### src/uart_pkg.sv
package uart_pkg;

	// ------------------------------------------------------------
	// Baud generator
	// ------------------------------------------------------------
	localparam int unsigned TIMER_W            = 16;
	localparam logic [15:0] TIMER_MAX          = 16'hffff;
	localparam logic [16:0] TIMER_SPAN         = 17'h1_0000;
	localparam int unsigned PRE_W              = 6;
	localparam logic [1:0]  PRE_SEL_1          = 2'h0;
	localparam logic [1:0]  PRE_SEL_4          = 2'h1;
	localparam logic [1:0]  PRE_SEL_12         = 2'h2;
	localparam logic [1:0]  PRE_SEL_48         = 2'h3;
	localparam logic [5:0]  PRE_LAST_1         = 6'h00;
	localparam logic [5:0]  PRE_LAST_4         = 6'h03;
	localparam logic [5:0]  PRE_LAST_12        = 6'h0b;
	localparam logic [5:0]  PRE_LAST_48        = 6'h2f;

	// ------------------------------------------------------------
	// Character format
	// ------------------------------------------------------------
	localparam int unsigned DATA_W             = 8;
	localparam logic [2:0]  LEN_BASE           = 3'h4;
	localparam logic [1:0]  LEN_5              = 2'h0;
	localparam logic [1:0]  PAR_ODD            = 2'h0;
	localparam logic [1:0]  PAR_EVEN           = 2'h1;
	localparam logic [1:0]  PAR_MARK           = 2'h2;
	localparam logic [1:0]  PAR_SPACE          = 2'h3;

	// ------------------------------------------------------------
	// Receive FIFO
	// ------------------------------------------------------------
	localparam int unsigned FIFO_DEPTH         = 4;
	localparam logic [2:0]  RX_HOLD_MAX        = 3'h3;

	// ------------------------------------------------------------
	// State machines
	// ------------------------------------------------------------
	typedef enum logic [2:0] {
		TX_IDLE  = 3'b000,
		TX_START = 3'b001,
		TX_DATA  = 3'b010,
		TX_PAR   = 3'b011,
		TX_STOP1 = 3'b100,
		TX_STOP2 = 3'b101
	} tx_state_t;

	typedef enum logic [2:0] {
		RX_IDLE  = 3'b000,
		RX_START = 3'b001,
		RX_DATA  = 3'b010,
		RX_PAR   = 3'b011,
		RX_STOP  = 3'b100
	} rx_state_t;

endpackage

### src/byte_fifo.sv
`timescale 1ns/1ns
module byte_fifo #(
	parameter int unsigned WIDTH = 8,
	parameter int unsigned DEPTH = 4
) (
	input  wire logic                       clk,
	input  wire logic                       rst_n,
	input  wire logic                       in_valid,
	output logic                            in_ready,
	input  wire logic [WIDTH-1:0]           in_data,
	output logic                            out_valid,
	input  wire logic                       out_ready,
	output logic [WIDTH-1:0]                out_data,
	output logic [$clog2(DEPTH+1)-1:0]      level
);
	localparam int unsigned PW = $clog2(DEPTH);
	localparam int unsigned LW = $clog2(DEPTH+1);

	logic [WIDTH-1:0] mem_q [DEPTH];
	logic [PW-1:0]    wr_ptr_q;
	logic [PW-1:0]    rd_ptr_q;
	logic [LW-1:0]    level_q;
	logic             push;
	logic             pop;

	assign in_ready  = (level_q != LW'(DEPTH));
	assign out_valid = (level_q != '0);
	assign out_data  = mem_q[rd_ptr_q];
	assign level     = level_q;
	assign push      = in_valid && in_ready;
	assign pop       = out_valid && out_ready;

	always_ff @(posedge clk) begin
		if (push) begin
			mem_q[wr_ptr_q] <= in_data;
		end
	end

	// Pointers wrap at DEPTH, which need not be a power of two
	always_ff @(posedge clk or negedge rst_n) begin
		if (!rst_n) begin
			wr_ptr_q <= '0;
			rd_ptr_q <= '0;
		end else begin
			if (push) begin
				wr_ptr_q <= (wr_ptr_q == PW'(DEPTH-1)) ? '0 : wr_ptr_q + 1'b1;
			end
			if (pop) begin
				rd_ptr_q <= (rd_ptr_q == PW'(DEPTH-1)) ? '0 : rd_ptr_q + 1'b1;
			end
		end
	end

	always_ff @(posedge clk or negedge rst_n) begin
		if (!rst_n) begin
			level_q <= '0;
		end else if (push && !pop) begin
			level_q <= level_q + 1'b1;
		end else if (pop && !push) begin
			level_q <= level_q - 1'b1;
		end
	end

endmodule

### src/uart_brg.sv
`timescale 1ns/1ns
// Overview of operation
// - Transmitter and receiver run at the same time, each on its own.
// - Receiver holds up to three bytes; a fourth is lost and flags overflow.
// - A software write to the data buffer always loads the transmitter.
// - A data buffer read returns receive data only; transmit data is unreadable.
// - With interrupts enabled, a set transmit-done or receive-ready flag raises a request.
// - Transmit-done, receive-ready and overrun flags stay set until software clears each one itself.
// - Clearing receive-ready is ignored while bytes remain in the FIFO.
// - Baud timer is 16 bits, fed by core clock over prescaler 1, 4, 12 or 48.
// - Generator control holds enable, clock source select and prescaler select.
// - Nothing runs unless the baud generator is enabled.
// - Reload value is high byte and low byte of two registers.
// - Timer counts up per tick; on overflow from FFFF it takes the reload value.
// - Bit rate is core clock over (65536 minus reload), halved, over prescale.
// - Frame: low start, 5-8 data bits LSB first, optional parity/extra, 1-2 high stops.
// - Sending starts on a buffer write; transmit-done sets as the stop bit begins.
module uart_brg (
	input  wire logic        clk_sys,
	input  wire logic        rstn,
	// Data buffer access
	input  wire logic        data_wr,
	input  wire logic [7:0]  data_wdata,
	input  wire logic        data_rd,
	output logic [7:0]       rx_data_q,
	// Control and status
	input  wire logic        int_enable,
	input  wire logic        tx_done_clr,
	input  wire logic        rx_ready_clr,
	input  wire logic        overrun_clr,
	output logic             tx_done_flag_q,
	output logic             rx_ready_flag_q,
	output logic             overrun_q,
	output logic             parity_err_q,
	output logic             rx_extra_q,
	output logic             tx_busy_q,
	output logic             irq_q,
	// Format
	input  wire logic [1:0]  data_len_sel,
	input  wire logic        parity_en,
	input  wire logic [1:0]  parity_sel,
	input  wire logic        extra_bit_en,
	input  wire logic        tx_extra_bit,
	input  wire logic        stop2_en,
	// Baud generator
	input  wire logic        brg_enable,
	input  wire logic        brg_clk_src,
	input  wire logic        brg_ext_tick,
	input  wire logic [1:0]  brg_prescale_sel,
	input  wire logic [7:0]  baud_reload_high,
	input  wire logic [7:0]  baud_reload_low,
	// Serial pins
	input  wire logic        rx_in,
	output logic             tx_q
);

	// ------------------------------------------------------------
	// Reset release
	// ------------------------------------------------------------
	logic rst_meta_q;
	logic rst_n;

	always_ff @(posedge clk_sys or negedge rstn) begin
		if (!rstn) begin
			rst_meta_q <= 1'b0;
			rst_n      <= 1'b0;
		end else begin
			rst_meta_q <= 1'b1;
			rst_n      <= rst_meta_q;
		end
	end

	// ------------------------------------------------------------
	// Baud generator
	// ------------------------------------------------------------
	logic [5:0]  pre_cnt_q;
	logic [5:0]  pre_last;
	logic        brg_tick;
	logic [15:0] timer_q;
	logic [15:0] reload;
	logic        ovf;
	logic        half_q;
	logic        bit_tick;
	logic [16:0] rx_half;

	assign reload = {baud_reload_high, baud_reload_low};

	always_comb begin
		unique case (brg_prescale_sel)
			uart_pkg::PRE_SEL_1:  pre_last = uart_pkg::PRE_LAST_1;
			uart_pkg::PRE_SEL_4:  pre_last = uart_pkg::PRE_LAST_4;
			uart_pkg::PRE_SEL_12: pre_last = uart_pkg::PRE_LAST_12;
			uart_pkg::PRE_SEL_48: pre_last = uart_pkg::PRE_LAST_48;
		endcase
	end

	always_ff @(posedge clk_sys or negedge rst_n) begin
		if (!rst_n) begin
			pre_cnt_q <= '0;
		end else if (!brg_enable || pre_cnt_q >= pre_last) begin
			pre_cnt_q <= '0;
		end else begin
			pre_cnt_q <= pre_cnt_q + 1'b1;
		end
	end

	// Source select: prescaled core clock, or an alternate tick enable
	assign brg_tick = brg_enable && (brg_clk_src ? brg_ext_tick : (pre_cnt_q >= pre_last));
	assign ovf      = brg_tick && (timer_q == uart_pkg::TIMER_MAX);
	assign bit_tick = ovf && half_q;
	assign rx_half  = uart_pkg::TIMER_SPAN - {1'b0, reload};

	always_ff @(posedge clk_sys or negedge rst_n) begin
		if (!rst_n) begin
			timer_q <= '0;
		end else if (!brg_enable) begin
			timer_q <= reload;
		end else if (ovf) begin
			timer_q <= reload;
		end else if (brg_tick) begin
			timer_q <= timer_q + 1'b1;
		end
	end

	// Two overflows per bit time give the divide by two
	always_ff @(posedge clk_sys or negedge rst_n) begin
		if (!rst_n) begin
			half_q <= 1'b0;
		end else if (!brg_enable) begin
			half_q <= 1'b0;
		end else if (ovf) begin
			half_q <= !half_q;
		end
	end

	// ------------------------------------------------------------
	// Shared format helpers
	// ------------------------------------------------------------
	logic [2:0] last_bit;
	logic       use_par;
	logic       use_stop2;

	assign last_bit  = uart_pkg::LEN_BASE + {1'b0, data_len_sel};
	assign use_par   = parity_en || extra_bit_en;
	// Second stop bit only exists for 6 to 8 data bits
	assign use_stop2 = stop2_en && (data_len_sel != uart_pkg::LEN_5);

	function automatic logic par_of(input logic [7:0] d, input logic [2:0] lb, input logic [1:0] sel);
		logic [7:0] m;
		m = d & ((8'h02 << lb) - 8'h01);
		unique case (sel)
			uart_pkg::PAR_ODD:   par_of = ~^m;
			uart_pkg::PAR_EVEN:  par_of = ^m;
			uart_pkg::PAR_MARK:  par_of = 1'b1;
			uart_pkg::PAR_SPACE: par_of = 1'b0;
		endcase
	endfunction

	// ------------------------------------------------------------
	// Transmitter
	// ------------------------------------------------------------
	uart_pkg::tx_state_t tx_st_q;
	logic [7:0]          tx_hold_q;
	logic                tx_pend_q;
	logic [7:0]          tx_sh_q;
	logic [2:0]          tx_bit_q;
	logic                tx_stop_enter;

	// Writes only ever reach the transmit side; a write during a frame waits
	always_ff @(posedge clk_sys or negedge rst_n) begin
		if (!rst_n) begin
			tx_hold_q <= '0;
			tx_pend_q <= 1'b0;
		end else if (data_wr) begin
			tx_hold_q <= data_wdata;
			tx_pend_q <= 1'b1;
		end else if (tx_st_q == uart_pkg::TX_IDLE && bit_tick) begin
			tx_pend_q <= 1'b0;
		end
	end

	assign tx_stop_enter = bit_tick && tx_st_q != uart_pkg::TX_STOP1 && tx_st_q != uart_pkg::TX_STOP2
		&& ((tx_st_q == uart_pkg::TX_DATA && tx_bit_q == last_bit && !use_par) || tx_st_q == uart_pkg::TX_PAR);

	always_ff @(posedge clk_sys or negedge rst_n) begin
		if (!rst_n) begin
			tx_st_q  <= uart_pkg::TX_IDLE;
			tx_q     <= 1'b1;
			tx_sh_q  <= '0;
			tx_bit_q <= '0;
		end else if (!brg_enable) begin
			tx_st_q <= uart_pkg::TX_IDLE;
			tx_q    <= 1'b1;
		end else if (bit_tick) begin
			unique case (tx_st_q)
				uart_pkg::TX_IDLE: begin
					if (tx_pend_q) begin
						tx_st_q <= uart_pkg::TX_START;
						tx_sh_q <= tx_hold_q;
						tx_q    <= 1'b0;
					end
				end
				uart_pkg::TX_START: begin
					tx_st_q  <= uart_pkg::TX_DATA;
					tx_q     <= tx_sh_q[0];
					tx_bit_q <= '0;
				end
				uart_pkg::TX_DATA: begin
					if (tx_bit_q != last_bit) begin
						tx_bit_q <= tx_bit_q + 1'b1;
						tx_q     <= tx_sh_q[tx_bit_q + 3'h1];
					end else if (use_par) begin
						tx_st_q <= uart_pkg::TX_PAR;
						tx_q    <= parity_en ? par_of(tx_sh_q, last_bit, parity_sel) : tx_extra_bit;
					end else begin
						tx_st_q <= uart_pkg::TX_STOP1;
						tx_q    <= 1'b1;
					end
				end
				uart_pkg::TX_PAR: begin
					tx_st_q <= uart_pkg::TX_STOP1;
					tx_q    <= 1'b1;
				end
				uart_pkg::TX_STOP1: begin
					tx_st_q <= use_stop2 ? uart_pkg::TX_STOP2 : uart_pkg::TX_IDLE;
				end
				uart_pkg::TX_STOP2: begin
					tx_st_q <= uart_pkg::TX_IDLE;
				end
				default: begin
					tx_st_q <= uart_pkg::TX_IDLE;
					tx_q    <= 1'b1;
				end
			endcase
		end
	end

	always_ff @(posedge clk_sys or negedge rst_n) begin
		if (!rst_n) begin
			tx_busy_q <= 1'b0;
		end else begin
			tx_busy_q <= tx_pend_q || data_wr || (tx_st_q != uart_pkg::TX_IDLE);
		end
	end

	// Set wins over a clear in the same cycle
	always_ff @(posedge clk_sys or negedge rst_n) begin
		if (!rst_n) begin
			tx_done_flag_q <= 1'b0;
		end else if (brg_enable && tx_stop_enter) begin
			tx_done_flag_q <= 1'b1;
		end else if (tx_done_clr) begin
			tx_done_flag_q <= 1'b0;
		end
	end

	// ------------------------------------------------------------
	// Receiver
	// ------------------------------------------------------------
	uart_pkg::rx_state_t rx_st_q;
	logic [16:0]         rx_cnt_q;
	logic [7:0]          rx_sh_q;
	logic [2:0]          rx_bit_q;
	logic                rx_prev_q;
	logic                rx_par_q;
	logic                rx_done;
	logic                rx_samp;
	logic                fifo_in_ready;
	logic                fifo_out_valid;
	logic [7:0]          fifo_out_data;
	logic [2:0]          fifo_level;
	logic                rx_room;
	logic                rx_push;

	// Sampling counts baud ticks itself so it centres on each bit
	assign rx_samp = brg_tick && (rx_cnt_q == 17'h0_0001);
	assign rx_done = rx_samp && rx_st_q == uart_pkg::RX_STOP && rx_in;
	assign rx_room = fifo_in_ready && (fifo_level < uart_pkg::RX_HOLD_MAX);
	assign rx_push = rx_done && rx_room;

	always_ff @(posedge clk_sys or negedge rst_n) begin
		if (!rst_n) begin
			rx_prev_q <= 1'b1;
		end else begin
			rx_prev_q <= rx_in;
		end
	end

	always_ff @(posedge clk_sys or negedge rst_n) begin
		if (!rst_n) begin
			rx_st_q  <= uart_pkg::RX_IDLE;
			rx_cnt_q <= '0;
			rx_sh_q  <= '0;
			rx_bit_q <= '0;
			rx_par_q <= 1'b0;
		end else if (!brg_enable) begin
			rx_st_q <= uart_pkg::RX_IDLE;
		end else if (rx_st_q == uart_pkg::RX_IDLE) begin
			if (rx_prev_q && !rx_in) begin
				rx_st_q  <= uart_pkg::RX_START;
				rx_cnt_q <= rx_half;
			end
		end else if (rx_samp) begin
			rx_cnt_q <= {rx_half[15:0], 1'b0};
			unique case (rx_st_q)
				uart_pkg::RX_START: begin
					rx_st_q  <= rx_in ? uart_pkg::RX_IDLE : uart_pkg::RX_DATA;
					rx_bit_q <= '0;
					rx_sh_q  <= '0;
				end
				uart_pkg::RX_DATA: begin
					rx_sh_q[rx_bit_q] <= rx_in;
					rx_bit_q          <= rx_bit_q + 1'b1;
					if (rx_bit_q == last_bit) begin
						rx_st_q <= use_par ? uart_pkg::RX_PAR : uart_pkg::RX_STOP;
					end
				end
				uart_pkg::RX_PAR: begin
					rx_par_q <= rx_in;
					rx_st_q  <= uart_pkg::RX_STOP;
				end
				default: begin
					rx_st_q <= uart_pkg::RX_IDLE;
				end
			endcase
		end else if (brg_tick) begin
			rx_cnt_q <= rx_cnt_q - 17'h0_0001;
		end
	end

	byte_fifo #(
		.WIDTH (uart_pkg::DATA_W),
		.DEPTH (uart_pkg::FIFO_DEPTH)
	) u_rx_fifo (
		.clk       (clk_sys),
		.rst_n     (rst_n),
		.in_valid  (rx_push),
		.in_ready  (fifo_in_ready),
		.in_data   (rx_sh_q),
		.out_valid (fifo_out_valid),
		.out_ready (data_rd),
		.out_data  (fifo_out_data),
		.level     (fifo_level)
	);

	// Only the receive side is ever visible at the read port
	always_ff @(posedge clk_sys or negedge rst_n) begin
		if (!rst_n) begin
			rx_data_q <= '0;
		end else begin
			rx_data_q <= fifo_out_valid ? fifo_out_data : 8'h00;
		end
	end

	always_ff @(posedge clk_sys or negedge rst_n) begin
		if (!rst_n) begin
			parity_err_q <= 1'b0;
			rx_extra_q   <= 1'b0;
		end else if (rx_push) begin
			parity_err_q <= parity_en && (rx_par_q != par_of(rx_sh_q, last_bit, parity_sel));
			rx_extra_q   <= rx_par_q;
		end
	end

	// A byte with no room is dropped; the FIFO contents stay intact
	always_ff @(posedge clk_sys or negedge rst_n) begin
		if (!rst_n) begin
			overrun_q <= 1'b0;
		end else if (rx_done && !rx_room) begin
			overrun_q <= 1'b1;
		end else if (overrun_clr) begin
			overrun_q <= 1'b0;
		end
	end

	always_ff @(posedge clk_sys or negedge rst_n) begin
		if (!rst_n) begin
			rx_ready_flag_q <= 1'b0;
		end else if (rx_push) begin
			rx_ready_flag_q <= 1'b1;
		end else if (rx_ready_clr && fifo_level == 3'h0) begin
			rx_ready_flag_q <= 1'b0;
		end
	end

	// ------------------------------------------------------------
	// Interrupt request
	// ------------------------------------------------------------
	always_ff @(posedge clk_sys or negedge rst_n) begin
		if (!rst_n) begin
			irq_q <= 1'b0;
		end else begin
			irq_q <= int_enable && (tx_done_flag_q || rx_ready_flag_q);
		end
	end
endmodule

### config.mk
export PLATFORM = sky130hd
export DESIGN_NAME = uart_brg
export DESIGN_NICKNAME = d
export VERILOG_FILES = /design/src/uart_pkg.sv /design/src/byte_fifo.sv /design/src/uart_brg.sv
export SDC_FILE = /design/constraint.sdc
export NUM_CORES = 1
export LEC_CHECK = 0
export BUFFER_PORTS_ARGS = -buffer_cell sky130_fd_sc_hd__buf_2
export CAP_MARGIN = 0
export CORE_ASPECT_RATIO = 0.9
export CORE_MARGIN = 4
export CORE_UTILIZATION = 36
export CTS_CLUSTER_SIZE = 20
export DETAILED_ROUTE_END_ITERATION = 10
export SYNTH_ARGS = -nofsm -noshare
export SYNTH_HDL_FRONTEND = slang
export SYNTH_HIERARCHICAL = 1
export SYNTH_SLANG_ARGS = --single-unit
### constraint.sdc
create_clock -name clk_sys -period 3.1 [get_ports clk_sys]
set_input_delay 0.465 -clock clk_sys [delete_from_list [all_inputs] [get_ports clk_sys]]
set_output_delay 0.465 -clock clk_sys [all_outputs]
set_load 0.01 [all_outputs]
# ---- After elaboration in Yosys (flattened, before gate mapping)
# Memory sizes are Yosys's and may differ from the RTL's.
# Index checks and enable logic that the tools add are counted.
dict set report word_totals {
  register_bits 104
  ram_bits 32
  output_inout_bits 16
  mem_count 1
}
dict set report op_classes {
  addsub 12
  order_cmp 5
  eq_ne 37
  shift 1
  n_mux 60
  bitwise 3
  n_reduce_logical 68
}
# memory depth word_bits rd rd_clocked_by_memory_dff wr line_no
set mem_list {}
lappend mem_list {u_rx_fifo.mem_q 4 8 1 0 1 byte_fifo.sv:19} ;# logic [WIDTH-1:0] mem_q [DEPTH];
# cell count
set ops {}
lappend ops {{17-bit 2-to-1 mux} 4}
lappend ops {{16-bit 2-to-1 mux} 3}
lappend ops {{3-bit 2-to-1 mux} 14}
lappend ops {{1-bit logical AND} 26}
lappend ops {{6-bit case mux with 4 select lines} 1}
lappend ops {{1-bit 2-to-1 mux} 22}
lappend ops {{17-bit by 1-bit equality test with 1-bit output (second input constant)} 1}
lappend ops {{17-bit by 1-bit subtractor with 17-bit output (second input constant)} 1}
lappend ops {{17-bit by 16-bit subtractor with 17-bit output (first input constant)} 1}
lappend ops {{16-bit by 1-bit adder with 16-bit output (second input constant)} 1}
lappend ops {{8-bit bitwise AND} 2}
lappend ops {{16-bit equality test (second input constant)} 1}
lappend ops {{8-bit case mux with 2 select lines} 1}
lappend ops {{4-bit AND reduction} 4}
lappend ops {{2-bit nonzero test} 8}
lappend ops {{8-bit XNOR reduction} 2}
lappend ops {{8-bit XOR reduction} 2}
lappend ops {{3-bit != test (second input constant)} 5}
lappend ops {{3-bit case mux with 5 select lines} 1}
lappend ops {{2-bit equality test (second input constant)} 6}
lappend ops {{3-bit by 2-bit equality test with 1-bit output (second input constant)} 4}
lappend ops {{1-bit case mux with 4 select lines} 3}
lappend ops {{3-bit case mux with 2 select lines} 2}
lappend ops {{3-bit AND reduction} 4}
lappend ops {{other kinds (36)} 67}

# ---- Logic depth before layout (Yosys ltp)
# Gate-level depths: netlist of the first run.
dict set report depth {
  word_depth 14
  depth_mapped 15
  mapped_depth_nobuf 15
}

# ---- Hierarchy
# Netlist of the first run, hierarchy kept.
# module instances cells_per_inst area_per_inst_um2 seq_area_each_um2
set modules_own_cells {}
lappend modules_own_cells {uart_brg 1 631 5985.7 2429.8}
lappend modules_own_cells {byte_fifo 1 79 1599.0 1136.1}

# ---- Worst setup path before layout of the first run
# No wires, ideal clock.
dict set report synth_timing {
  kind {input port to flip-flop}
  start {input brg_prescale_sel[1]}
  end {register u_rx_fifo.level_q[2], in the netlist u_rx_fifo/level[2]}
  t_arrival_ps 3058
  required_ps 3021
  path_slack_ps -37
  path_stages 14
  path_buffers 0
  path_cell_list {or2_2 -> ha_1 -> nor3b_1 -> o211ai_2 -> nand4_4 -> or2_4 -> inv_1 -> a21boi_2 -> ha_1 -> inv_1 -> fa_1 -> xor2_1 -> nor2_1 -> xor2_1}
}
dict set report synth_via {
  elab_chain_len 13
  elab_cells_between_ends 18
}
# item line_no
set synth_lines {}
lappend synth_lines {{from (decl)} uart_brg.sv:49} ;# input wire logic [1:0] brg_prescale_sel,
lappend synth_lines {{2-bit equality test (tied with other cells)} uart_brg.sv:89} ;# unique case (brg_prescale_sel)
lappend synth_lines {{6-bit case mux with 4 select lines *} uart_brg.sv:89}
lappend synth_lines {{6-bit >= comparator *} uart_brg.sv:108} ;# assign brg_tick = brg_enable && (brg_clk_src ? brg_ext_tick : (pre_cnt_q >= pre_last));
lappend synth_lines {{1-bit 2-to-1 mux *} uart_brg.sv:108}
lappend synth_lines {{1-bit logical AND *} uart_brg.sv:108}
lappend synth_lines {{1-bit logical AND *} uart_brg.sv:276} ;# assign rx_samp = brg_tick && (rx_cnt_q == 17'h0_0001);
lappend synth_lines {{1-bit logical AND * (2 in a row)} uart_brg.sv:277} ;# assign rx_done = rx_samp && rx_st_q == uart_pkg::RX_STOP && rx_in;
lappend synth_lines {{1-bit logical AND *} uart_brg.sv:279} ;# assign rx_push = rx_done && rx_room;
lappend synth_lines {{via rx_push} uart_brg.sv:273} ;# logic rx_push;
lappend synth_lines {{1-bit logical AND *} byte_fifo.sv:30} ;# assign push = in_valid && in_ready;
lappend synth_lines {{via u_rx_fifo.push} byte_fifo.sv:23} ;# logic push;
lappend synth_lines {{1-bit zero test} byte_fifo.sv:59} ;# end else if (pop && !push) begin
lappend synth_lines {{1-bit logical AND} byte_fifo.sv:59}
lappend synth_lines {{2-bit nonzero test (no line)} -}
lappend synth_lines {{to (signal assigned)} byte_fifo.sv:58} ;# level_q <= level_q + 1'b1;
lappend synth_lines {{to (signal assigned)} byte_fifo.sv:60} ;# level_q <= level_q - 1'b1;
lappend synth_lines {{to (decl)} byte_fifo.sv:22} ;# logic [LW-1:0] level_q;
# Mark *: on every way through the listed nets, which the timed path passes. The rest lies on a longest branch. The select of a mux whose other input is x is not followed.
# A chain may end at the register's enable or synchronous reset.

# ---- Worst setup path after layout of the first run
dict set report layout_timing {
  start {register rx_cnt_q[12]}
  end {register u_rx_fifo.level_q[2], in the netlist u_rx_fifo/level[2]}
}
dict set report layout_via {
  elab_chain_len 9
  elab_cells_between_ends 11
}
# item line_no
set layout_lines {}
lappend layout_lines {{from (decl)} uart_brg.sv:261} ;# logic [16:0] rx_cnt_q;
lappend layout_lines {{from (signal assigned)} uart_brg.sv:301} ;# rx_cnt_q <= rx_half;
lappend layout_lines {{from (signal assigned)} uart_brg.sv:304} ;# rx_cnt_q <= {rx_half[15:0], 1'b0};
lappend layout_lines {{from (signal assigned)} uart_brg.sv:327} ;# rx_cnt_q <= rx_cnt_q - 17'h0_0001;
lappend layout_lines {{17-bit by 1-bit equality test with 1-bit output *} uart_brg.sv:276}
lappend layout_lines {{1-bit logical AND *} uart_brg.sv:276}
lappend layout_lines {{1-bit logical AND * (2 in a row)} uart_brg.sv:277}
lappend layout_lines {{1-bit logical AND *} uart_brg.sv:279}
lappend layout_lines {{via rx_push} uart_brg.sv:273}
lappend layout_lines {{1-bit logical AND *} byte_fifo.sv:30}
lappend layout_lines {{via u_rx_fifo.push} byte_fifo.sv:23}
lappend layout_lines {{1-bit zero test} byte_fifo.sv:59}
lappend layout_lines {{1-bit logical AND} byte_fifo.sv:59}
lappend layout_lines {{2-bit nonzero test (no line)} -}
# Mark *: on every way through the listed nets, which the timed path passes. The rest lies on a longest branch.

==> results_dict.tcl, run 1 <==
set metrics [dict create \
    finalClockSkew_ns 0.01202 \
    slew_viol_final 0 \
    layout.nets 867 \
    synth_seq_cells 136 \
    drt-wirelength-per-cell_um 16.46 \
    fin_worst_hold_slack_ns 0.2077 \
    postSynth.asyncResetShare_pct 76.47 \
    power.share.switching_pct 31.66 \
    hold_path_class "input port to register" \
    power.share.clock_pct 37.6 \
    total_clock_buffers_created_by_cts 17 \
    max_cap_violations 0 \
    crit_path_cell_trace "nor4_1 -> and4_1 -> nand4_4 -> or2_4 -> inv_1 -> a21boi_4 -> ha_2 -> inv_1 -> fa_1 -> xor2_1 -> nor2_1 -> xor2_1" \
    power.density_cell_area_nw_per_um2 652.0 \
    power_report.internal_total_mw 4.062 \
    number_of_instances_in_the_synthesized_netlist 710 \
    area.sequential_um2 3570 \
    timing_worst_setup_path_type "register to register" \
    firstDrtPassIters 4 \
    cts.sink_count 136 \
    number_of_vias_after_detailed_routing 5844 \
    hold_violations 0 \
    cts.htree.levels 4 \
    largest_net_degree_at_the_start_of_global_routing 103 \
    io_pins 62 \
    layout.cells.most_common "sky130_fd_sc_hd__dfrtp_1" \
    yosysSeqAreaShare_pct 47.01 \
    numPortBuffers 61 \
    crit_arrival_ns 3.21 \
    max_freq_mhz 349.5 \
    wirelength_um 18120 \
    clock_latency_ns 0.43 \
    grt_usage_pct 16.17 \
    setup_repair_after_global_routing_missed_its_margin "no" \
    layout_common_cells "101 x sky130_fd_sc_hd__dfrtp_1, 61 x sky130_fd_sc_hd__buf_2, 57 x sky130_fd_sc_hd__nand2_1, 53 x sky130_fd_sc_hd__nor2_1, 45 x sky130_fd_sc_hd__o21ai_0" \
    period_share_pct 92.31 \
    worst_setup_end_kind "register" \
    grt_overflow 0 \
    fp.dieArea_um2 23460 \
    wire_length_of_the_first_global_routing_pass_um 30600 \
    timing.critical_path.required_ns 3.45 \
    cp_top_family "simple AND/OR/NAND/NOR gates" \
    place_congestion 0.8293 \
    dp_slack_ns -0.1115 \
    clk_pin_slew_worst_paths_ns 0.07 \
    synth_nets 775 \
    status "finished, final reports clean" \
    fin_util_pct 43.89 \
    fillerInstances 1976 \
    slew_headroom_pct 60.16 \
    synth_flop_cell "sky130_fd_sc_hd__dfrtp_1" \
    pwr-share-seq_pct 39.9 \
    placed_area_um2 8457 \
    vdd.ir_drop.worst_v 0.0003421 \
    critical_path.slowest_cell "sky130_fd_sc_hd__dfrtp_1" \
    tritoncts "done" \
    layout-drive-gt1-share_pct 24.05 \
    detail_route.drc_violations 0 \
    worst_slew_pin_slew_ns 0.5976 \
    synth-edff-count 32 \
    critical_path_peak_fanout 4 \
    syn_area_per_cell_um2 10.68 \
    syn_area_um2 7585 \
    std_cell_rows 50 \
    chip_height_um 145.7 \
    power.combinational.fraction_pct 22.5 \
    initial_drc_count 371 \
    place.detailed.hpwl_um 12840 \
    antenna-diode-count 0 \
    total_of_endpoints_with_negative_setup_slack_in_the_final_report 0 \
    synth-warning-count 6 \
    multiInputGateArea_um2 3809 \
    postLayoutSetupSlackWorst_ns 0.2384 \
    floorplan.core_area_um2 20770 \
    startpoint_type_of_the_worst_setup_path "register" \
    antenna_left 0 \
    yosysUniqueCellTypes 83 \
    chipWidth_um 161 \
    clock-root-buffer "sky130_fd_sc_hd__clkbuf_16" \
    leakagePower_nw 3.846 \
    max_stage_delay_ns 0.42 \
    synthToLayoutAreaGrowth_pct 20.17 \
    timing.final.crit_period_ns 2.862 \
    grt_antenna_before_repair 0 \
    final_cell_area_um2 9115 \
    critPathBufInv 2 \
    total_switching_power_mw 1.881 \
    start_util_pct 36.52 \
    cts.path.max_buffers 2 \
    avgViaCountPerCell 5.308 \
    number_of_global_route_vias_before_repair 5829 \
]
## per-stage QoR
step / power (mW) / std cells / setup TNS, ns
2_1_floorplan: 3.309 / 710 / -0.007460
3_5_place_dp: 3.740 / 1068 / -0.1860
6_report: 5.943 / 1101 / 0
3_3_place_gp: 3.708 / 1068 / -0.05744
5_1_grt: 6.284 / 1101 / 0
4_1_cts: 6.002 / 1101 / 0
## metal layers
| metal | vias up | GRT usage, % | wire (um) |
|---|---|---|---|
| li1 | 2790 | - | - |
| met1 | 2873 | 23.00 | 8591 |
| met2 | 163 | 24.96 | 8260 |
| met3 | 18 | 3.625 | 995 |
| met4 | 0 | 4.563 | 273 |
| met5 | - | 0 | 0 |
## power by group through the flow
stage | logic (mW) | registers (mW) | clock network [mW]
after floorplan | 0.968 | 2.34 | 0
after global placement | 1.31 | 2.40 | 0
after detailed placement | 1.34 | 2.40 | 0
after CTS | 1.35 | 2.37 | 2.28
after global routing | 1.50 | 2.41 | 2.37
final | 1.34 | 2.37 | 2.24
## Yosys cell counts, types with 3 or more instances
cell	count	area share, %
sky130_fd_sc_hd__mux2_2	25	3.7
sky130_fd_sc_hd__nand2_1	57	2.8
sky130_fd_sc_hd__a22oi_1	4	0.40
sky130_fd_sc_hd__nor2b_1	5	0.41
sky130_fd_sc_hd__o221ai_1	6	0.69
sky130_fd_sc_hd__xnor2_1	38	4.4
sky130_fd_sc_hd__o22ai_1	4	0.33
sky130_fd_sc_hd__nor3_1	16	1.1
sky130_fd_sc_hd__clkbuf_1	21	1.0
sky130_fd_sc_hd__a21oi_1	19	1.3
sky130_fd_sc_hd__a21o_1	3	0.30
sky130_fd_sc_hd__a22o_1	3	0.35
sky130_fd_sc_hd__a211oi_1	4	0.40
sky130_fd_sc_hd__nand3b_1	7	0.69
sky130_fd_sc_hd__mux4_2	10	3.0
sky130_fd_sc_hd__a221o_1	4	0.53
sky130_fd_sc_hd__nor4_1	7	0.58
sky130_fd_sc_hd__inv_1	26	1.3
sky130_fd_sc_hd__mux2i_1	18	2.4
sky130_fd_sc_hd__nand3_1	33	2.2
sky130_fd_sc_hd__buf_2	4	0.26
sky130_fd_sc_hd__mux2_4	3	0.59
sky130_fd_sc_hd__o211ai_1	4	0.40
sky130_fd_sc_hd__dfrtp_1	102	34
sky130_fd_sc_hd__or4_1	3	0.30
sky130_fd_sc_hd__o21a_1	3	0.30
sky130_fd_sc_hd__o21ai_0	45	3.0
sky130_fd_sc_hd__edfxtp_1	32	13
sky130_fd_sc_hd__ha_1	18	3.0
sky130_fd_sc_hd__nor3b_1	4	0.40
sky130_fd_sc_hd__or3_1	7	0.58
sky130_fd_sc_hd__o32ai_1	3	0.35
sky130_fd_sc_hd__and2_1	14	1.2
sky130_fd_sc_hd__nand4_1	11	0.91
sky130_fd_sc_hd__nor2_1	53	2.6
sky130_fd_sc_hd__nand2b_1	7	0.58
sky130_fd_sc_hd__o2bb2ai_1	3	0.35
sky130_fd_sc_hd__a31oi_1	4	0.33
sky130_fd_sc_hd__and3_1	8	0.66
sky130_fd_sc_hd__xor2_1	13	1.5
## layout make-up
| type | instances | share of cell area [%] |
|---|---|---|
| flip-flops and latches | 136 | 39.16 |
| clock inverters | 15 | 2.443 |
| well taps | 286 | 3.926 |
| multi-input cells | 520 | 41.78 |
| repair buffers | 101 | 6.946 |
| inverters | 26 | 1.071 |
| clock buffers | 17 | 4.667 |
## sequential cells by signal, summed over array words and instances, names as in the netlist, 2 cells and up
| register | cells |
|---|---|
| pre_cnt_q | 6 |
| rx_bit_q | 3 |
| rx_cnt_q | 17 |
| rx_data_q | 8 |
| rx_sh_q | 8 |
| rx_st_q | 3 |
| timer_q | 16 |
| tx_bit_q | 3 |
| tx_hold_q | 8 |
| tx_sh_q | 8 |
| tx_st_q | 3 |
| u_rx_fifo/level | 3 |
| u_rx_fifo/mem_q | 32 |
| u_rx_fifo/rd_ptr_q | 2 |
| u_rx_fifo/wr_ptr_q | 2 |
## timing repair
item,in CTS,in global routing
setup endpoints to repair,0,0
endpoints found under the hold margin,2,0
resized for setup,0,0
buffers inserted,0,0
hold buffers,1,0
## path summary, 6_finish.rpt
| check | cells past startpoint | end | slack [ns] | startpoint |
|---|---|---|---|---|
| max | 12 | u_rx_fifo/level[2] | 0.24 | rx_cnt_q[12] |
| min | 1 | rx_prev_q | 0.21 | rx_in |
| max reg2reg | 12 | u_rx_fifo/level[2] | 0.24 | rx_cnt_q[12] |
| min reg2reg | 0 | rst_n | 0.36 | rst_meta_q |
| max in group asynchronous | 1 | u_rx_fifo/level[0] | 2.29 | rst_n |
| min in group asynchronous | 2 | rst_n | 0.35 | rstn |
## worst reg2reg max path: cells and delay by family (launching register included)
family          cells  cell delay [ns]
simple gates        5             1.21
fa+ha+maj           2             0.56
flops               1             0.42
xor+xnor            2             0.30
compound gates      1             0.18
buf+inv             2             0.11
## logic make-up (layout without fill, tap and decap cells)
group	Yosys count	count (layout)	share of synthesized area, %
buf+inv	54	159	2.903
flops	136	136	47.01
simple gates	258	258	18.97
compound gates	133	133	11.70
mux	56	56	9.650
xor+xnor	53	53	6.483
other cells	1	1	0.04944
fa+ha+maj	19	19	3.233
No activity file was read; power rests on OpenSTA's default activity.
==> run 2: changes to the inputs <==
Settings changed: CORE_UTILIZATION 36 to 47, CTS_BUF_LIST set to sky130_fd_sc_hd__clkbuf_8, PLACE_DENSITY set to 0.68.
==> results_dict.tcl, run 2 (synthesis gave the netlist of run 1 again) <==
set metrics [dict create \
    wire_length_of_the_first_global_routing_pass_um 28550 \
    worst_setup_end_kind "register" \
    setup_repair_after_global_routing_missed_its_margin "no" \
    power.density_cell_area_nw_per_um2 582.7 \
    chipWidth_um 141.9 \
    slew_headroom_pct 50.42 \
    firstDrtPassIters 5 \
    largest_net_degree_at_the_start_of_global_routing 53 \
    max_cap_violations 0 \
    crit_arrival_ns 3.32 \
    initial_drc_count 371 \
    total_of_endpoints_with_negative_setup_slack_in_the_final_report 0 \
    met1_usage_pct 26.28 \
    layout.cells.most_common "sky130_fd_sc_hd__dfrtp_1" \
    hold_violations 0 \
    total_clock_buffers_created_by_cts 17 \
    reg.largest.list "u_rx_fifo/mem_q x32, rx_cnt_q x17, timer_q x16" \
    floorplan.core_area_um2 15600 \
    vdd.ir_drop.worst_v 0.0003713 \
    timing.critical_path.required_ns 3.48 \
    antenna_left 0 \
    grt_antenna_before_repair 0 \
    period_share_pct 94.73 \
    start_util_pct 48.61 \
    fin_worst_hold_slack_ns 0.1723 \
    number_of_vias_after_detailed_routing 5812 \
    detail_route.drc_violations 0 \
    fillerInstances 1375 \
    hold_path_class "input port to register" \
    cts-resized-gates 0 \
    timing_worst_setup_path_type "register to register" \
    std_cell_rows 43 \
    wirelength_um 17330 \
    largest_register_ffs 32 \
    critical_path_peak_fanout 4 \
    clock-root-buffer "sky130_fd_sc_hd__clkbuf_8" \
    number_of_global_route_vias_before_repair 5683 \
    timing.final.crit_period_ns 2.937 \
    cts.path.max_buffers 2 \
    antenna-diode-count 0 \
    layout-drive-gt1-share_pct 22.89 \
    global_route.usage.met2_pct 32.49 \
    synthToLayoutAreaGrowth_pct 13.66 \
    worst_slew_pin_slew_ns 0.7437 \
    finalClockSkew_ns 0.01327 \
    routing_layer_with_the_top_usage_in_global_route "met2" \
    fp.dieArea_um2 18240 \
    layout.nets 856 \
    dp_slack_ns -0.1879 \
    cts.sink_count 136 \
    largest-register "u_rx_fifo/mem_q" \
    grt_overflow 0 \
    cts.htree.levels 4 \
    cts_setup_buffers 0 \
    io_pins 62 \
    clock_latency_ns 0.45 \
    slew_viol_final 0 \
    met3_usage_pct 4.571 \
    leakagePower_nw 3.648 \
    avgViaCountPerCell 5.777 \
    layout_common_cells "101 x sky130_fd_sc_hd__dfrtp_1, 61 x sky130_fd_sc_hd__buf_2, 57 x sky130_fd_sc_hd__nand2_1, 53 x sky130_fd_sc_hd__nor2_1, 45 x sky130_fd_sc_hd__o21ai_0" \
    numPortBuffers 61 \
    place.detailed.hpwl_um 12750 \
    final_cell_area_um2 8621 \
    drt-wirelength-per-cell_um 17.23 \
    postLayoutSetupSlackWorst_ns 0.1635 \
    place_congestion 0.8789 \
    startpoint_type_of_the_worst_setup_path "register" \
    status "finished, final reports clean" \
    grt_usage_pct 19.62 \
    max_freq_mhz 340.5 \
    clk_pin_slew_worst_paths_ns 0.09 \
    chip_height_um 128.5 \
    placed_area_um2 8257 \
    tritoncts "done" \
]
[run 2: cell count changes in the layout (fill, tap and decap cells not counted), sizes merged]
cell / delta
buf: -11
bufinv: -3
clkinv: +3
clkinvlp: +3
inv: -3
[run 2: layout make-up]
class / instances / area, um2 / area share (%)
Multi-Input combinational cell: 520 / 3809 / 44.18
Clock inverter: 15 / 120.1 / 1.393
Tap cell: 202 / 252.7 / 2.932
Inverter: 26 / 97.59 / 1.132
Clock buffer: 17 / 234.0 / 2.714
Sequential cell: 136 / 3570 / 41.41
Timing Repair Buffer: 90 / 538.0 / 6.241
[run 2: repair_timing]
item	CTS	global route
hold buffers	1	0
hold endpoints to repair	2	0
endpoints found under the setup margin	0	0
[run 2: power by group]
group          switching, mW  internal (mW)  total (mW)  leakage [nW]
registers              0.339           2.05        2.39          1.61
clock network          0.765          0.569        1.33         0.178
logic                  0.627          0.670        1.30          1.86
[run 2: layer usage]
metal,share of wire (%),routed length (um),vias up
met3,5.7,991,21
met2,49,8448,192
met4,1.0,179,0
li1,-,-,2764
met5,0,0,-
met1,45,7714,2835
[run 2: per-stage QoR]
| stage | setup TNS, ns | utilization [%] | instances | power (mW) |
|---|---|---|---|---|
| after detailed placement | -0.2861 | 52.92 | 973 | 3.721 |
| after CTS | 0 | 55.25 | 1006 | 5.063 |
| final | 0 | 55.25 | 1006 | 5.024 |
| after global placement | -0.1129 | 52.92 | 973 | 3.655 |
| after global routing | 0 | 55.25 | 1006 | 5.336 |
| after floorplan | -0.007460 | - | 710 | 3.309 |
[run 2: path summary, 6_finish.rpt]
path / from / endpoint / slack, ns / cells past startpoint
max reg2reg: pre_cnt_q[3] / u_rx_fifo/level[2] / 0.16 / 13
min: rx_in / rx_prev_q / 0.17 / 1
min in group asynchronous: rstn / rst_n / 0.31 / 2
min reg2reg: rst_meta_q / rst_n / 0.36 / 0
max: pre_cnt_q[3] / u_rx_fifo/level[2] / 0.16 / 13
max in group asynchronous: rst_n / tx_q / 1.92 / 1
[run 2: worst max-delay path, cell delays in order (launching register included)]
cell,delay (ns)
sky130_fd_sc_hd__dfrtp_1,0.44
sky130_fd_sc_hd__ha_1,0.33
sky130_fd_sc_hd__o211ai_1,0.12
sky130_fd_sc_hd__o211ai_2,0.31
sky130_fd_sc_hd__nand4_4,0.14
sky130_fd_sc_hd__or2_4,0.25
sky130_fd_sc_hd__inv_1,0.05
sky130_fd_sc_hd__a21boi_4,0.17
sky130_fd_sc_hd__ha_2,0.20
sky130_fd_sc_hd__inv_1,0.05
sky130_fd_sc_hd__fa_1,0.37
sky130_fd_sc_hd__xor2_1,0.15
sky130_fd_sc_hd__nor2_1,0.13
sky130_fd_sc_hd__xor2_1,0.16
==> run 3: changes to the inputs <==
Settings changed: ABC_AREA set to 1, PLACE_DENSITY 0.68 to 0.67.
==> results_dict.tcl, run 3 <==
set metrics [dict create \
    status "finished, final reports clean" \
    cts.htree.levels 4 \
    min_from "tx_done_clr" \
    crit_path_cell_trace "ha_1 -> nand2_1 -> nor2_1 -> o21ai_2 -> nand4_1 -> and2_1 -> nand3_2 -> nor2_1 -> nand2_1 -> inv_2 -> nand2_2 -> inv_1 -> ha_1 -> inv_1 -> fa_1 -> nand2_1 -> nand3_1 -> nand2_1 -> nand2_1" \
    clock-root-buffer "sky130_fd_sc_hd__clkbuf_8" \
    critical_path_peak_fanout 5 \
    largest_register_ffs 32 \
    multiInputGateArea_um2 3740 \
    synth_flop_cell "sky130_fd_sc_hd__dfrtp_1" \
    synth.area.top_cells "sky130_fd_sc_hd__dfrtp_1 32%, sky130_fd_sc_hd__edfxtp_1 12%, sky130_fd_sc_hd__nand2_1 11%, sky130_fd_sc_hd__inv_1 6.8%, sky130_fd_sc_hd__o21ai_0 5.5%" \
    layout.cells.most_common "sky130_fd_sc_hd__nand2_1" \
    detail_route.drc_violations 0 \
    io_pins 62 \
    number_of_instances_in_the_synthesized_netlist 1006 \
    postSynth.asyncResetShare_pct 76.47 \
    post_layout_nonfiller_instances 1295 \
    area.sequential_um2 3570 \
    max_freq_mhz 360.1 \
    drt-wirelength-per-cell_um 13.12 \
    pwr-share-seq_pct 43.4 \
    critical_path.most_common_cell "sky130_fd_sc_hd__nand2_1" \
    grt_overflow 0 \
    grt_usage_pct 18.37 \
    grt_antenna_before_repair 0 \
    postLayoutSetupSlackWorst_ns 0.3228 \
    hold_path_class "input port to register" \
    layout_common_cells "234 x sky130_fd_sc_hd__nand2_1, 147 x sky130_fd_sc_hd__inv_1, 101 x sky130_fd_sc_hd__dfrtp_1, 88 x sky130_fd_sc_hd__o21ai_0, 73 x sky130_fd_sc_hd__nor2_1" \
    place.detailed.hpwl_um 12050 \
    place_congestion 0.8300 \
    power.density_cell_area_nw_per_um2 617.0 \
    chipWidth_um 146.0 \
    chip_height_um 132.2 \
    leakagePower_nw 4.287 \
    firstDrtPassIters 4 \
    syn_area_um2 8060 \
    largest_net_degree_at_the_start_of_global_routing 75 \
    whs_endpoint "tx_done_flag_q" \
    synth_nets 1071 \
    cell_type_contributing_the_most_total_cell_area_after_synthesis "sky130_fd_sc_hd__dfrtp_1" \
    crit-reg2reg-capture "u_rx_fifo/level[2]" \
    placed_area_um2 8556 \
    setup_repair_after_global_routing_missed_its_margin "no" \
    max_stage_delay_ns 0.41 \
    number_of_global_route_vias_before_repair 6130 \
    numPlacedInstances 1261 \
    syn_area_per_cell_um2 8.012 \
    synth_top_cell_area_share_pct 31.67 \
    layout.nets 1135 \
    timing.final.crit_period_ns 2.777 \
    avgViaCountPerCell 5.012 \
    cts.sink_count 136 \
    antenna_left 0 \
    rr_startpoint "pre_cnt_q[3]" \
    tritoncts "done" \
    cts.path.max_buffers 2 \
    worst_slew_pin_slew_ns 1.011 \
    total_switching_power_mw 2.047 \
    startpoint_type_of_the_worst_setup_path "register" \
    clk_pin_slew_worst_paths_ns 0.09 \
    initial_drc_count 401 \
    crit_arrival_ns 3.13 \
    wire_length_of_the_first_global_routing_pass_um 29380 \
    total_of_endpoints_with_negative_setup_slack_in_the_final_report 0 \
    synthMostInstantiatedCell "sky130_fd_sc_hd__nand2_1" \
    dp_slack_ns 0.09175 \
    total_clock_buffers_created_by_cts 17 \
    layout-drive-gt1-share_pct 14.13 \
    slew_viol_final 0 \
    slew_headroom_pct 32.59 \
    timing.critical_path.required_ns 3.45 \
    max_cap_violations 0 \
    worst_setup_end_kind "register" \
    number_of_vias_after_detailed_routing 6490 \
    synthToLayoutAreaGrowth_pct 11.41 \
    final_cell_area_um2 8980 \
    power.share.switching_pct 36.95 \
    std_cell_rows 45 \
    synth-warning-count 6 \
    wirelength_um 16990 \
    timing_worst_setup_path_type "register to register" \
    fp.dieArea_um2 19310 \
    worstRegToRegCells 19 \
    largest-register "u_rx_fifo/mem_q" \
    fillerInstances 1595 \
    synth-edff-count 32 \
    synth_seq_cells 136 \
    power_report.internal_total_mw 3.493 \
    vdd.ir_drop.worst_v 0.0003947 \
    fin_worst_hold_slack_ns 0.1950 \
    hold_violations 0 \
    synth_top_cells_by_count "234 x sky130_fd_sc_hd__nand2_1, 146 x sky130_fd_sc_hd__inv_1, 102 x sky130_fd_sc_hd__dfrtp_1" \
    numPortBuffers 61 \
    power.share.clock_pct 27.7 \
    yosysUniqueCellTypes 51 \
    start_util_pct 47.88 \
    critical_path.slowest_cell "sky130_fd_sc_hd__dfrtp_1" \
    period_share_pct 89.59 \
    setup_total_negative_slack_ns 0 \
    power.combinational.fraction_pct 28.9 \
    reg2reg_setup_slack_ns 0.32 \
    finalClockSkew_ns 0.01520 \
    clock_latency_ns 0.45 \
    floorplan.core_area_um2 16830 \
    yosysSeqAreaShare_pct 44.24 \
    reg.largest.list "u_rx_fifo/mem_q x32, rx_cnt_q x17, timer_q x16" \
    min_delay_path_depth 2 \
]
-- run 3: changes by cell type in the layout (fill, tap and decap cells not counted), moves of 11 or more --
cell / change
sky130_fd_sc_hd__a21oi_1: +11
sky130_fd_sc_hd__and2_1: -13
sky130_fd_sc_hd__buf_4: -14
sky130_fd_sc_hd__inv_1: +120
sky130_fd_sc_hd__mux2_2: -25
sky130_fd_sc_hd__mux2i_1: -18
sky130_fd_sc_hd__nand2_1: +177
sky130_fd_sc_hd__nand3_1: +30
sky130_fd_sc_hd__nand4_1: +14
sky130_fd_sc_hd__nor2_1: +20
sky130_fd_sc_hd__o211ai_1: +14
sky130_fd_sc_hd__o21ai_0: +43
sky130_fd_sc_hd__xnor2_1: -18
sky130_fd_sc_hd__xor2_1: +18
-- run 3: worst max-delay path by stage --
stage / to / slack, ns / from
floorplan: u_rx_fifo/level[2] / 0.09 / brg_prescale_sel[0]
global placement: u_rx_fifo/level[2] / 0.12 / brg_prescale_sel[1]
detailed placement: u_rx_fifo/level[2] / 0.09 / brg_prescale_sel[1]
CTS: u_rx_fifo/level[2] / 0.31 / pre_cnt_q[3]
global route: u_rx_fifo/level[2] / 0.04 / pre_cnt_q[3]
finish: u_rx_fifo/level[2] / 0.32 / pre_cnt_q[3]
-- run 3: power by group through the flow --
stage          Sequential [mW]  Combinational, mW  Clock, mW
4_1_cts                   2.40               1.62       1.58
3_5_place_dp              2.44               1.61          0
3_3_place_gp              2.44               1.58          0
5_1_grt                   2.46               1.88       1.67
2_1_floorplan             2.36               1.34          0
6_report                  2.40               1.60       1.53
-- run 3: through the flow --
| step | power (mW) | utilization, % |
|---|---|---|
| 5_1_grt | 6.006 | 53.33 |
| 2_1_floorplan | 3.701 | - |
| 3_3_place_gp | 4.021 | 50.82 |
| 3_5_place_dp | 4.047 | 50.82 |
| 6_report | 5.540 | 53.34 |
| 4_1_cts | 5.600 | 53.33 |
-- run 3: kinds of logic after synthesis --
logic type / share of synthesized area (%)
fa+ha+maj: 3.043
simple gates: 25.71
flops: 44.24
buf+inv: 9.361
other cells: 0.04652
xor+xnor: 5.542
compound gates: 12.06
-- run 3: layout make-up --
type	count	share of cell area [%]
tap	211	2.940
sequential	136	39.75
antenna	1	0.02787
multi-input combinational	690	41.65
timing repair buffer	76	4.821
inverter	149	6.228
clock inverter	15	1.979
clock buffer	17	2.606
-- run 3: per-layer routing --
layer  vias to the layer above  routed length, um  GRT usage [%]
met5                         -                  0              0
met4                         0                169          5.277
met1                      2977               8278          25.52
li1                       3402                  -              -
met2                        97               7862          29.17
met3                        14                674          4.022
-- run 3: timing repair --
item / CTS / global route
endpoints found under the hold margin: 2 / 0
setup buffers: 0 / 0
hold buffers: 1 / 0
resized for setup: 0 / 0
-- run 3: critical path: cells and delay by family, from the launching register on --
| kind | cells | cell delay (ns) |
|---|---|---|
| DFF | 1 | 0.41 |
| adders and majority gates | 3 | 0.84 |
| AOI/OAI and AO/OA | 1 | 0.07 |
| buffers and inverters | 3 | 0.21 |
| and+or+nand+nor | 12 | 1.13 |
